`src/logic/ltbf_defines.vh`:
```
// shared constants for the transmit burst framer
// assumes inclusion by bare name from the framer, monitor and bench sources
`ifndef LTBF_DEFINES_VH
`define LTBF_DEFINES_VH

// ****************************************************
// register offsets (byte addresses, one word each)
// ****************************************************
`define LTBF_ADDR_CFG 8'h00
`define LTBF_ADDR_STATUS 8'h04

// ****************************************************
// config register fields
// ****************************************************
`define LTBF_CFG_MAX_LSB 0
`define LTBF_CFG_MAX_W 8
`define LTBF_CFG_SHORT_LSB 8
`define LTBF_CFG_SHORT_W 4
`define LTBF_CFG_THR_LSB 16
`define LTBF_CFG_THR_W 6

// reset values: burst sizes in 64-bit words, ready slack in queue words
`define LTBF_RST_MAX 8'h20
`define LTBF_RST_SHORT 4'h4
`define LTBF_RST_THR 6'h04

// ****************************************************
// status register fields
// ****************************************************
`define LTBF_ST_OVF 0
`define LTBF_ST_RDY 1
`define LTBF_ST_OPEN 2
`define LTBF_ST_LVL_LSB 8

// ****************************************************
// control word layout
// ****************************************************
`define LTBF_CW_BURST 63
`define LTBF_CW_SOP 62
`define LTBF_CW_EOP_MSB 61
`define LTBF_CW_EOP_LSB 58
`define LTBF_CW_ERR 57
`define LTBF_CW_CHAN_LSB 40

// data word size in bytes
`define LTBF_WORD_BYTES 8

`endif

```
`src/logic/ltbf_tx_framer.v`:
```
// transmit packet bus front end: cuts packets into framed bursts
// assumes one core clock, packet source logic on that same clock,
// and a downstream lane stage that takes one 64-bit word per cycle
//
// Local design decisions: the register offsets and strobed register access.
`timescale 1ns/1ps
`include "ltbf_defines.vh"

// Behaviour
// - all bus signals sampled on rising clock
// - first byte in top byte lane
// - empty count used only with end mark
// - empty count N voids N low byte lanes
// - error flag marks the closing control word
// - error forces low empty bits to zero
// - overflow flagged on a write into a full queue
// - transmit reset needed after any overflow
// - bursts framed by burst control words
// - packet bursts exactly max size except last or cut by force or channel
// - idle words pad bursts below minimum
// - interleaved boundaries from force, sizes, channel
// - force-burst injects a burst control word
module ltbf_tx_framer #(
  parameter BUS_W = 128,
  parameter MTY_W = 4,
  parameter CH_W = 8,
  parameter DEPTH = 32,
  parameter AW = 5
) (
  // clock and reset
  input wire core_clk,
  input wire reset,
  // packet write bus
  input wire tx_wr_valid,
  input wire tx_pkt_start,
  input wire tx_pkt_end,
  input wire tx_err,
  input wire tx_force_burst,
  input wire [CH_W-1:0] tx_chan,
  input wire [BUS_W-1:0] tx_data,
  input wire [MTY_W-1:0] tx_empty_cnt,
  // back-pressure
  output wire tx_ready,
  output wire tx_overflow,
  // register port
  input wire [7:0] reg_addr,
  input wire [31:0] reg_wdata,
  input wire reg_wr,
  input wire reg_rd,
  output wire [31:0] reg_rdata,
  // framed word stream
  output wire out_valid,
  output wire out_ctl,
  output wire [63:0] out_word
);

  // ****************************************************
  // derived sizes
  // ****************************************************
  localparam LANES = BUS_W / 64; // data words per bus word
  localparam BYTES = BUS_W / 8; // bytes per bus word
  localparam EW = BUS_W + MTY_W + CH_W + 4; // queue entry width

  // ****************************************************
  // functions
  // ****************************************************
  // valid bytes of an end word, error clears low empty bits
  function [7:0] valid_bytes;
    input [MTY_W-1:0] mty;
    input err;
    reg [7:0] m;
    begin
      m = {{(8-MTY_W){1'b0}}, mty};
      if (err) begin
        m[2:0] = 3'h0;
      end
      valid_bytes = BYTES[7:0] - m;
    end
  endfunction

  // count of data words that carry valid bytes
  function [7:0] used_words;
    input [7:0] vb;
    begin
      used_words = (vb + 8'h07) >> 3;
    end
  endfunction

  // control word builder
  function [63:0] ctl_word;
    input burst;
    input sop;
    input [3:0] ecode;
    input err;
    input [CH_W-1:0] chan;
    reg [63:0] w;
    begin
      w = 64'h0;
      w[`LTBF_CW_BURST] = burst;
      w[`LTBF_CW_SOP] = sop;
      w[`LTBF_CW_EOP_MSB:`LTBF_CW_EOP_LSB] = ecode;
      w[`LTBF_CW_ERR] = err;
      w[`LTBF_CW_CHAN_LSB +: CH_W] = chan;
      ctl_word = w;
    end
  endfunction

  // ****************************************************
  // registers and queue wiring
  // ****************************************************
  reg [7:0] cfg_max_reg; // burst max in words
  reg [3:0] cfg_short_reg; // burst short in words
  reg [5:0] cfg_thr_reg; // ready slack
  reg [31:0] rdata_reg; // read data
  reg ready_reg; // accept ready
  reg ovf_reg; // sticky overflow
  reg open_reg, open_next; // a burst is open
  wire q_full; // queue full
  wire q_empty; // queue empty
  wire [AW:0] q_level; // queue level
  wire [EW-1:0] q_out; // head entry
  wire q_pop; // take head entry
  wire [EW-1:0] q_in; // entry packed from the bus

  // entry: data, empty, channel, start, end, error, force
  assign q_in = {tx_data, tx_empty_cnt, tx_chan, tx_pkt_start,
                 tx_pkt_end, tx_err, tx_force_burst};

  // queue of whole bus words
  ltbf_word_fifo #(
    .WIDTH(EW),
    .DEPTH(DEPTH),
    .AW(AW)
  ) u_queue (
    .core_clk(core_clk),
    .reset(reset),
    .wr_en(tx_wr_valid),
    .wr_data(q_in),
    .full(q_full),
    .rd_en(q_pop),
    .rd_data(q_out),
    .empty(q_empty),
    .level(q_level)
  );

  // head entry fields
  wire [BUS_W-1:0] h_data = q_out[EW-1 -: BUS_W];
  wire [MTY_W-1:0] h_mty = q_out[CH_W+4 +: MTY_W];
  wire [CH_W-1:0] h_chan = q_out[4 +: CH_W];
  wire h_sop = q_out[3];
  wire h_eop = q_out[2];
  wire h_err = q_out[1];
  wire h_bctl = q_out[0];
  wire [7:0] h_vb = valid_bytes(h_mty, h_err);
  wire [7:0] h_nw = used_words(h_vb);

  // ****************************************************
  // register port and back-pressure
  // ****************************************************
  // config writes, status reads, one-cycle read latency
  always @(posedge core_clk) begin
    if (reset) begin
      cfg_max_reg <= `LTBF_RST_MAX;
      cfg_short_reg <= `LTBF_RST_SHORT;
      cfg_thr_reg <= `LTBF_RST_THR;
      rdata_reg <= 32'h0;
    end else begin
      if (reg_wr && reg_addr == `LTBF_ADDR_CFG) begin
        cfg_max_reg <= reg_wdata[`LTBF_CFG_MAX_LSB +: `LTBF_CFG_MAX_W];
        cfg_short_reg <= reg_wdata[`LTBF_CFG_SHORT_LSB +:
                                   `LTBF_CFG_SHORT_W];
        cfg_thr_reg <= reg_wdata[`LTBF_CFG_THR_LSB +: `LTBF_CFG_THR_W];
      end
      rdata_reg <= 32'h0;
      if (reg_rd) begin
        case (reg_addr)
          `LTBF_ADDR_CFG: begin
            rdata_reg[`LTBF_CFG_MAX_LSB +: `LTBF_CFG_MAX_W] <= cfg_max_reg;
            rdata_reg[`LTBF_CFG_SHORT_LSB +: `LTBF_CFG_SHORT_W] <=
              cfg_short_reg;
            rdata_reg[`LTBF_CFG_THR_LSB +: `LTBF_CFG_THR_W] <= cfg_thr_reg;
          end
          `LTBF_ADDR_STATUS: begin
            rdata_reg[`LTBF_ST_OVF] <= ovf_reg;
            rdata_reg[`LTBF_ST_RDY] <= ready_reg;
            rdata_reg[`LTBF_ST_OPEN] <= open_reg;
            rdata_reg[`LTBF_ST_LVL_LSB +: AW+1] <= q_level;
          end
          default: begin
            rdata_reg <= 32'h0; // unmapped reads zero
          end
        endcase
      end
    end
  end

  // words held once this cycle's write lands, plus the slack
  wire [15:0] slack_need = {{(15-AW){1'b0}}, q_level} +
                           {10'h000, cfg_thr_reg} +
                           {15'h0000, tx_wr_valid};

  // ready while slack room remains, overflow sticky to reset
  always @(posedge core_clk) begin
    if (reset) begin
      ready_reg <= 1'b0;
      ovf_reg <= 1'b0;
    end else begin
      ready_reg <= (slack_need < DEPTH[15:0]);
      // write into a full queue; no clear path other than reset
      ovf_reg <= ovf_reg | (tx_wr_valid & q_full);
    end
  end

  // ****************************************************
  // framer state
  // ****************************************************
  reg closing_reg, closing_next; // burst takes no more data
  reg [7:0] len_reg, len_next; // words in current burst
  reg [CH_W-1:0] cur_chan_reg, cur_chan_next; // burst channel
  reg pend_reg, pend_next; // end info waits for a control word
  reg [3:0] pend_code_reg, pend_code_next; // pending end code
  reg pend_err_reg, pend_err_next; // pending error mark
  reg [BUS_W-1:0] sh_reg, sh_next; // lane shifter
  reg [7:0] lane_reg, lane_next; // lanes emitted from head
  reg ctl_done_reg, ctl_done_next; // head already got its control word
  reg ov_reg, ov_next; // out valid
  reg oc_reg, oc_next; // out control marker
  reg [63:0] ow_reg, ow_next; // out word
  reg pop_c; // head word finished
  reg need_new; // head word needs a new burst
  reg [7:0] last_lane; // last lane carrying data
  reg [7:0] last_bytes; // bytes in last data word

  assign q_pop = pop_c;

  // decide one output word per cycle
  always @* begin
    open_next = open_reg;
    closing_next = closing_reg;
    len_next = len_reg;
    cur_chan_next = cur_chan_reg;
    pend_next = pend_reg;
    pend_code_next = pend_code_reg;
    pend_err_next = pend_err_reg;
    sh_next = sh_reg;
    lane_next = lane_reg;
    ctl_done_next = ctl_done_reg;
    ov_next = 1'b0;
    oc_next = 1'b0;
    ow_next = 64'h0;
    pop_c = 1'b0;
    // empty count only matters on an end word
    last_lane = h_eop ? h_nw - 8'h01 : LANES[7:0] - 8'h01;
    last_bytes = h_vb - ((h_nw - 8'h01) << 3);
    // new burst on start, force, channel change or full burst
    need_new = !q_empty &&
               ((!ctl_done_reg &&
                 (h_sop || h_bctl || h_chan != cur_chan_reg)) ||
                len_reg >= cfg_max_reg);
    if ((closing_reg || (open_reg && need_new)) &&
        len_reg < {4'h0, cfg_short_reg}) begin
      // pad short burst with idles, first carries end info
      ov_next = 1'b1;
      oc_next = 1'b1;
      ow_next = ctl_word(1'b0, 1'b0, pend_code_reg, pend_err_reg,
                         {CH_W{1'b0}});
      pend_next = 1'b0;
      pend_code_next = 4'h0;
      pend_err_next = 1'b0;
      closing_next = 1'b1;
      len_next = len_reg + 8'h01;
    end else if (!q_empty && (!open_reg || closing_reg || need_new)) begin
      // burst control word also closes the previous burst
      ov_next = 1'b1;
      oc_next = 1'b1;
      ow_next = ctl_word(1'b1, h_sop && lane_reg == 8'h00,
                         pend_code_reg, pend_err_reg, h_chan);
      pend_next = 1'b0;
      pend_code_next = 4'h0;
      pend_err_next = 1'b0;
      open_next = 1'b1;
      closing_next = 1'b0;
      len_next = 8'h00;
      cur_chan_next = h_chan;
      ctl_done_next = 1'b1;
      if (lane_reg == 8'h00) begin
        sh_next = h_data;
      end
    end else if (!q_empty) begin
      // data lane, top bytes first
      ov_next = 1'b1;
      ow_next = (lane_reg == 8'h00) ? h_data[BUS_W-1 -: 64] :
                sh_reg[BUS_W-1 -: 64];
      sh_next = ((lane_reg == 8'h00) ? h_data : sh_reg) << 64;
      len_next = len_reg + 8'h01;
      lane_next = lane_reg + 8'h01;
      if (lane_reg == last_lane) begin
        pop_c = 1'b1;
        lane_next = 8'h00;
        ctl_done_next = 1'b0;
        if (h_eop) begin
          // end of packet: next control word carries the end
          closing_next = 1'b1;
          pend_next = 1'b1;
          pend_code_next = {1'b1, last_bytes[2:0] - 3'h1};
          pend_err_next = h_err;
        end
      end
    end else if (closing_reg) begin
      // nothing follows: close with an idle if info is pending
      ov_next = pend_reg;
      oc_next = pend_reg;
      ow_next = pend_reg ? ctl_word(1'b0, 1'b0, pend_code_reg,
                                    pend_err_reg, {CH_W{1'b0}}) : 64'h0;
      pend_next = 1'b0;
      pend_code_next = 4'h0;
      pend_err_next = 1'b0;
      open_next = 1'b0;
      closing_next = 1'b0;
      len_next = 8'h00;
    end
  end

  // framer state flops
  always @(posedge core_clk) begin
    if (reset) begin
      open_reg <= 1'b0;
      closing_reg <= 1'b0;
      len_reg <= 8'h00;
      cur_chan_reg <= {CH_W{1'b0}};
      pend_reg <= 1'b0;
      pend_code_reg <= 4'h0;
      pend_err_reg <= 1'b0;
      sh_reg <= {BUS_W{1'b0}};
      lane_reg <= 8'h00;
      ctl_done_reg <= 1'b0;
      ov_reg <= 1'b0;
      oc_reg <= 1'b0;
      ow_reg <= 64'h0;
    end else begin
      open_reg <= open_next;
      closing_reg <= closing_next;
      len_reg <= len_next;
      cur_chan_reg <= cur_chan_next;
      pend_reg <= pend_next;
      pend_code_reg <= pend_code_next;
      pend_err_reg <= pend_err_next;
      sh_reg <= sh_next;
      lane_reg <= lane_next;
      ctl_done_reg <= ctl_done_next;
      ov_reg <= ov_next;
      oc_reg <= oc_next;
      ow_reg <= ow_next;
    end
  end

  // ****************************************************
  // outputs, all from flops
  // ****************************************************
  assign tx_ready = ready_reg;
  assign tx_overflow = ovf_reg;
  assign reg_rdata = rdata_reg;
  assign out_valid = ov_reg;
  assign out_ctl = oc_reg;
  assign out_word = ow_reg;

endmodule

```
`src/logic/ltbf_word_fifo.v`:
```
// show-ahead word queue between the packet bus and the framer
// assumes one clock domain and a synchronous active-high reset
`timescale 1ns/1ps

module ltbf_word_fifo #(
  parameter WIDTH = 144,
  parameter DEPTH = 32,
  parameter AW = 5
) (
  // clock and reset
  input wire core_clk,
  input wire reset,
  // fill side
  input wire wr_en,
  input wire [WIDTH-1:0] wr_data,
  output wire full,
  // drain side
  input wire rd_en,
  output wire [WIDTH-1:0] rd_data,
  output wire empty,
  // fill level
  output wire [AW:0] level
);

  // ****************************************************
  // storage and pointers
  // ****************************************************
  reg [WIDTH-1:0] mem [0:DEPTH-1]; // word array
  reg [AW-1:0] wr_ptr_reg; // next write slot
  reg [AW-1:0] rd_ptr_reg; // next read slot
  reg [AW:0] cnt_reg; // words held
  wire do_wr; // accepted write
  wire do_rd; // accepted read

  assign full = (cnt_reg == DEPTH[AW:0]);
  assign empty = (cnt_reg == {(AW+1){1'b0}});
  assign level = cnt_reg;
  assign rd_data = mem[rd_ptr_reg];
  // a write into a full queue is dropped
  assign do_wr = wr_en && !full;
  assign do_rd = rd_en && !empty;

  // array write, no reset needed
  always @(posedge core_clk) begin
    if (do_wr) begin
      mem[wr_ptr_reg] <= wr_data;
    end
  end

  // pointer and count update
  always @(posedge core_clk) begin
    if (reset) begin
      wr_ptr_reg <= {AW{1'b0}};
      rd_ptr_reg <= {AW{1'b0}};
      cnt_reg <= {(AW+1){1'b0}};
    end else begin
      if (do_wr) begin
        wr_ptr_reg <= (wr_ptr_reg == DEPTH[AW-1:0] - 1'b1) ?
                      {AW{1'b0}} : wr_ptr_reg + 1'b1;
      end
      if (do_rd) begin
        rd_ptr_reg <= (rd_ptr_reg == DEPTH[AW-1:0] - 1'b1) ?
                      {AW{1'b0}} : rd_ptr_reg + 1'b1;
      end
      // both at once leave the count unchanged
      if (do_wr && !do_rd) begin
        cnt_reg <= cnt_reg + 1'b1;
      end else if (do_rd && !do_wr) begin
        cnt_reg <= cnt_reg - 1'b1;
      end
    end
  end

endmodule

```
`config.mk`:
```
export PLATFORM = sky130hd
export DESIGN_NAME = ltbf_tx_framer
export DESIGN_NICKNAME = d
export VERILOG_FILES = /design/src/logic/ltbf_tx_framer.v /design/src/logic/ltbf_word_fifo.v
export VERILOG_INCLUDE_DIRS = /design/src /design/src/logic
export SDC_FILE = /design/constraint.sdc
export NUM_CORES = 2
export LEC_CHECK = 0
export BUFFER_PORTS_ARGS = -buffer_cell sky130_fd_sc_hd__buf_4
export CAP_MARGIN = 20
export CORE_UTILIZATION = 50
export DETAILED_ROUTE_END_ITERATION = 8
export PLACE_DENSITY_LB_ADDON = 0.05
export SYNTH_ARGS = -nofsm -noshare
export SYNTH_HDL_FRONTEND = slang
export SYNTH_MEMORY_MAX_BITS = 65536
export SYNTH_SLANG_ARGS = --single-unit
```
`constraint.sdc`:
```
create_clock -name core_clk -period 11.75 [get_ports core_clk]
set_input_delay 1.7625 -clock core_clk [delete_from_list [all_inputs] [get_ports core_clk]]
set_output_delay 1.7625 -clock core_clk [all_outputs]
set_load 0.005 [all_outputs]
```
==> flow_summary_export.csv <==
group,metric,value,unit
placed_design,dp_hpwl,261000,µm
synth,postSynthCellCount,8601,
power_and_ir_drop,ir_drop,0.164,mV
route,drc,0,
floorplan,pin_count,289,
floorplan,die_h,615,µm
global_route,met2_usage,44.4,%
finish,largest_reg_flops,4608,
sta,grt_setup_unrepaired,"false",
setup_path,critPathCaptureType,"flip-flop",
setup_path,rrSetupSlack,3520,ps
global_route,first_global_vias,94600,
setup_path,cp.required,12690,ps
power_and_ir_drop,switching_share,23.8,%
sta,max_freq,122,MHz
finish,fin_util,57.0,%
sta,slew_headroom,21.5,%
power_and_ir_drop,seq_power_share,50.4,%
sta,worstMarginPinSlew,1180,ps
cts,h-tree-depth,6,
synth,async_flop_share,0,%
synth,synth_top_area_share,73.5,%
floorplan,coreArea,0.373,mm²
synth,synth_edf_count,4608,
placed_design,numPortBuffers,262,
finish,area_growth,13.2,%
synth,yosysSeqAreaShare,76.6,%
power_and_ir_drop,p_int,0.0299,W
sta,post-route-min-period,8230,ps
route,wl,525000,µm
floorplan,die-area,0.379,mm²
floorplan,start_util,50.4,%
global_route,grt_overflow_total,0,
placed_design,place_congestion,0.789,
route,drt-initial-drc-count,10900,
synth,netlist_top_cells_count,"edfxtp_1, mux4_2, nand2_1, a21oi_1, dfxtp_1",
sta,hold_violations,0,
cts,cts_tree,"done",
setup_path,crit_type,"reg -> reg",
setup_path,reg2regPathDepth,27,
sta,slew_viol_final,0,
synth,synth_seq_cells,4895,
global_route,grt_max_degree,140,
synth,synth_top_area_cell,"edfxtp_1",
cts,insertion_delay,1020,ps
cts,path_clk_slew,60,ps
route,detail_route.wl_per_cell,36.2,µm
sta,setup_tns,0,ps
finish,drive_above_1_share,27.5,%
global_route,top_usage_layer,"met2",
synth,yosysMostFrequentCell,"edfxtp_1",
sta,fin_crit_sh,70.0,%
power_and_ir_drop,switchingPower,0.00931,W
global_route,use_met3,4.78,%
global_route,grtUsageTotal,27.6,%
synth,synth_area,0.188,mm²
global_route,met1_usage,39.7,%
power_and_ir_drop,combinationalPowerShare,9.1,%
route,ant_nets,0,
cts,root_buffer,"clkbuf_16",
cts,numCtsBuffers,530,
cts,clock_path_buffers,4,
setup_path,cp-endpoint,"u_queue.level[5]$_SDFFE_PP0P_",
route,vias_per_cell,6.43,
run_status,outcome,"complete, no violations",
sta,whs,452,ps
finish,fill_cells,27600,
sta,fin_skew,40.4,ps
setup_path,arrival,9170,ps
synth,synth.area.top_cells,"edfxtp_1, mux4_2, dfxtp_1, a21oi_1, nand2_1",
finish,fin_nets,9334,
setup_path,r2r-end,"u_queue.level[5]$_SDFFE_PP0P_",
setup_path,critPathMaxFanout,41,
power_and_ir_drop,clkPwrFrac,40.5,%
route,drt_pass1_iterations,6,
floorplan,fp.dieW,615,µm
synth,synth.avg_cell_area,21.9,µm²
synth,ys_warn_count,0,
global_route,grt_pass1_wl,734000,µm
route,vias,93200,
min_path,hp-class,"reg -> reg",
cts,cts_setup_buffers,0,
floorplan,fp-row-count,224,
cts,cts_hold_buf,0,
sta,setup_viol,0,
synth,ys_dominant_reg_cell,"edfxtp_1",
flow_run,maxCapViolCount,0,
setup_path,cp-start-kind,"flip-flop",
cts,numClockSinks,4895,
global_route,antenna_found_initial,40,
power_and_ir_drop,total_leakage_power,65.1,nW
synth,synth_cell_types,84,
cts,post_cts_resized,0,
power_and_ir_drop,power.density,184,mW/mm²
[per-layer routing]
| metal | vias up | part of all wire, % |
|---|---|---|
| met5 | - | 0.024 |
| met4 | 22 | 2.7 |
| met2 | 3901 | 48 |
| met3 | 751 | 7.5 |
| met1 | 51400 | 42 |
| li1 | 37200 | - |
[through the flow]
stage | std cells | power (W) | setup WS [ps] | area, µm²
3_5_place_dp | 13500 | 0.0236 | 3570 | 197000
6_report | 14500 | 0.0392 | 3520 | 213000
2_1_floorplan | 8612 | 0.0221 | 2890 | 188000
4_1_cts | 14500 | 0.0394 | 3550 | 213000
5_1_grt | 14500 | 0.0403 | 3180 | 213000
3_3_place_gp | 13500 | 0.0235 | 3450 | 196000
[logic make-up after synthesis]
logic type / Yosys count / share of synthesized area, %
flip-flops: 4895 / 76.6
multiplexers: 1496 / 17.2
AND/OR/NAND/NOR: 773 / 1.82
AO/OA/AOI/OAI: 713 / 2.47
buffers and inverters: 666 / 1.54
adder cells (fa/ha/maj): 37 / 0.250
XOR/XNOR: 20 / 0.0931
other: 1 / 0.00199
[layout by cell type, fill, tap and decap left out, types with 9 or more instances in the layout]
cell and n:
xnor2_1 12, nand3_1 35, dfxtp_1 281, nor2_1 158
nor2_4 34, clkbuf_16 549, conb_1 12, nand2b_1 62
o22ai_1 63, diode_2 16, a22oi_1 35, a311oi_1 57
mux4_1 25, nor4_1 9, ha_1 36, or4_1 9
o2bb2ai_1 19, o41ai_1 58, o21ai_0 36, bufinv_16 26
inv_6 18, clkinv_2 72, nand3b_1 11, a21oi_1 294
inv_1 149, clkbuf_1 140, buf_12 36, clkbuf_8 16
buf_4 441, mux2i_1 105, a21o_1 10, a31oi_1 63
nor3_1 9, and2_1 13, nand2_1 381, edfxtp_1 4608
clkinv_1 97, mux4_2 1361
[power by group through the flow]
stage                     combinational (W)  sequential [W]  clock (W)
after global placement              0.00344          0.0201          0
after floorplan                     0.00200          0.0201          0
after global routing                0.00377          0.0198     0.0168
final                               0.00356          0.0198     0.0159
after detailed placement            0.00351          0.0201          0
after CTS                           0.00352          0.0198     0.0161
[worst max-delay path, cell delays in order, from the launching register on]
cell	delay [ps]
dfxtp_4	480
buf_4	630
buf_4	770
mux4_2	370
mux4_2	300
nand2_1	100
a21boi_0	660
inv_1	160
ha_1	320
a21oi_1	60
nand4b_1	300
ha_1	380
or3b_2	440
a21bo_2	240
a21oi_4	230
nand2_2	230
inv_2	190
nand2_1	190
ha_1	310
inv_1	150
ha_1	250
a21o_1	180
a21o_1	190
a21o_1	170
a21oi_1	210
xnor2_1	110
or3_1	310
a21oi_1	140
[how the worst min path moves through the flow]
stage	slack [ps]	startpoint	depth (start not counted)	to
4_1_cts	450	sh_reg[60]$_SDFFE_PP0P_	2	sh_reg[60]$_SDFFE_PP0P_
6_report	450	sh_reg[60]$_SDFFE_PP0P_	2	sh_reg[60]$_SDFFE_PP0P_
3_5_place_dp	440	sh_reg[60]$_SDFFE_PP0P_	2	sh_reg[60]$_SDFFE_PP0P_
3_3_place_gp	430	sh_reg[56]$_SDFFE_PP0P_	2	sh_reg[56]$_SDFFE_PP0P_
5_1_grt	470	sh_reg[58]$_SDFFE_PP0P_	2	sh_reg[58]$_SDFFE_PP0P_
2_1_floorplan	420	sh_reg[56]$_SDFFE_PP0P_	2	sh_reg[56]$_SDFFE_PP0P_
[cell type report]
type | count | area, µm² | area share, %
diodes | 16 | 40.0 | 0.0188
clock buffers | 707 | 14500 | 6.81
clock inverters | 228 | 1870 | 0.876
inverters | 153 | 582 | 0.273
multi-input cells | 3051 | 41600 | 19.5
flip-flops and latches | 4895 | 144000 | 67.7
well taps | 4972 | 6220 | 2.92
repair buffers | 477 | 4030 | 1.89
Note: power is estimated with default switching activity, not from simulation.
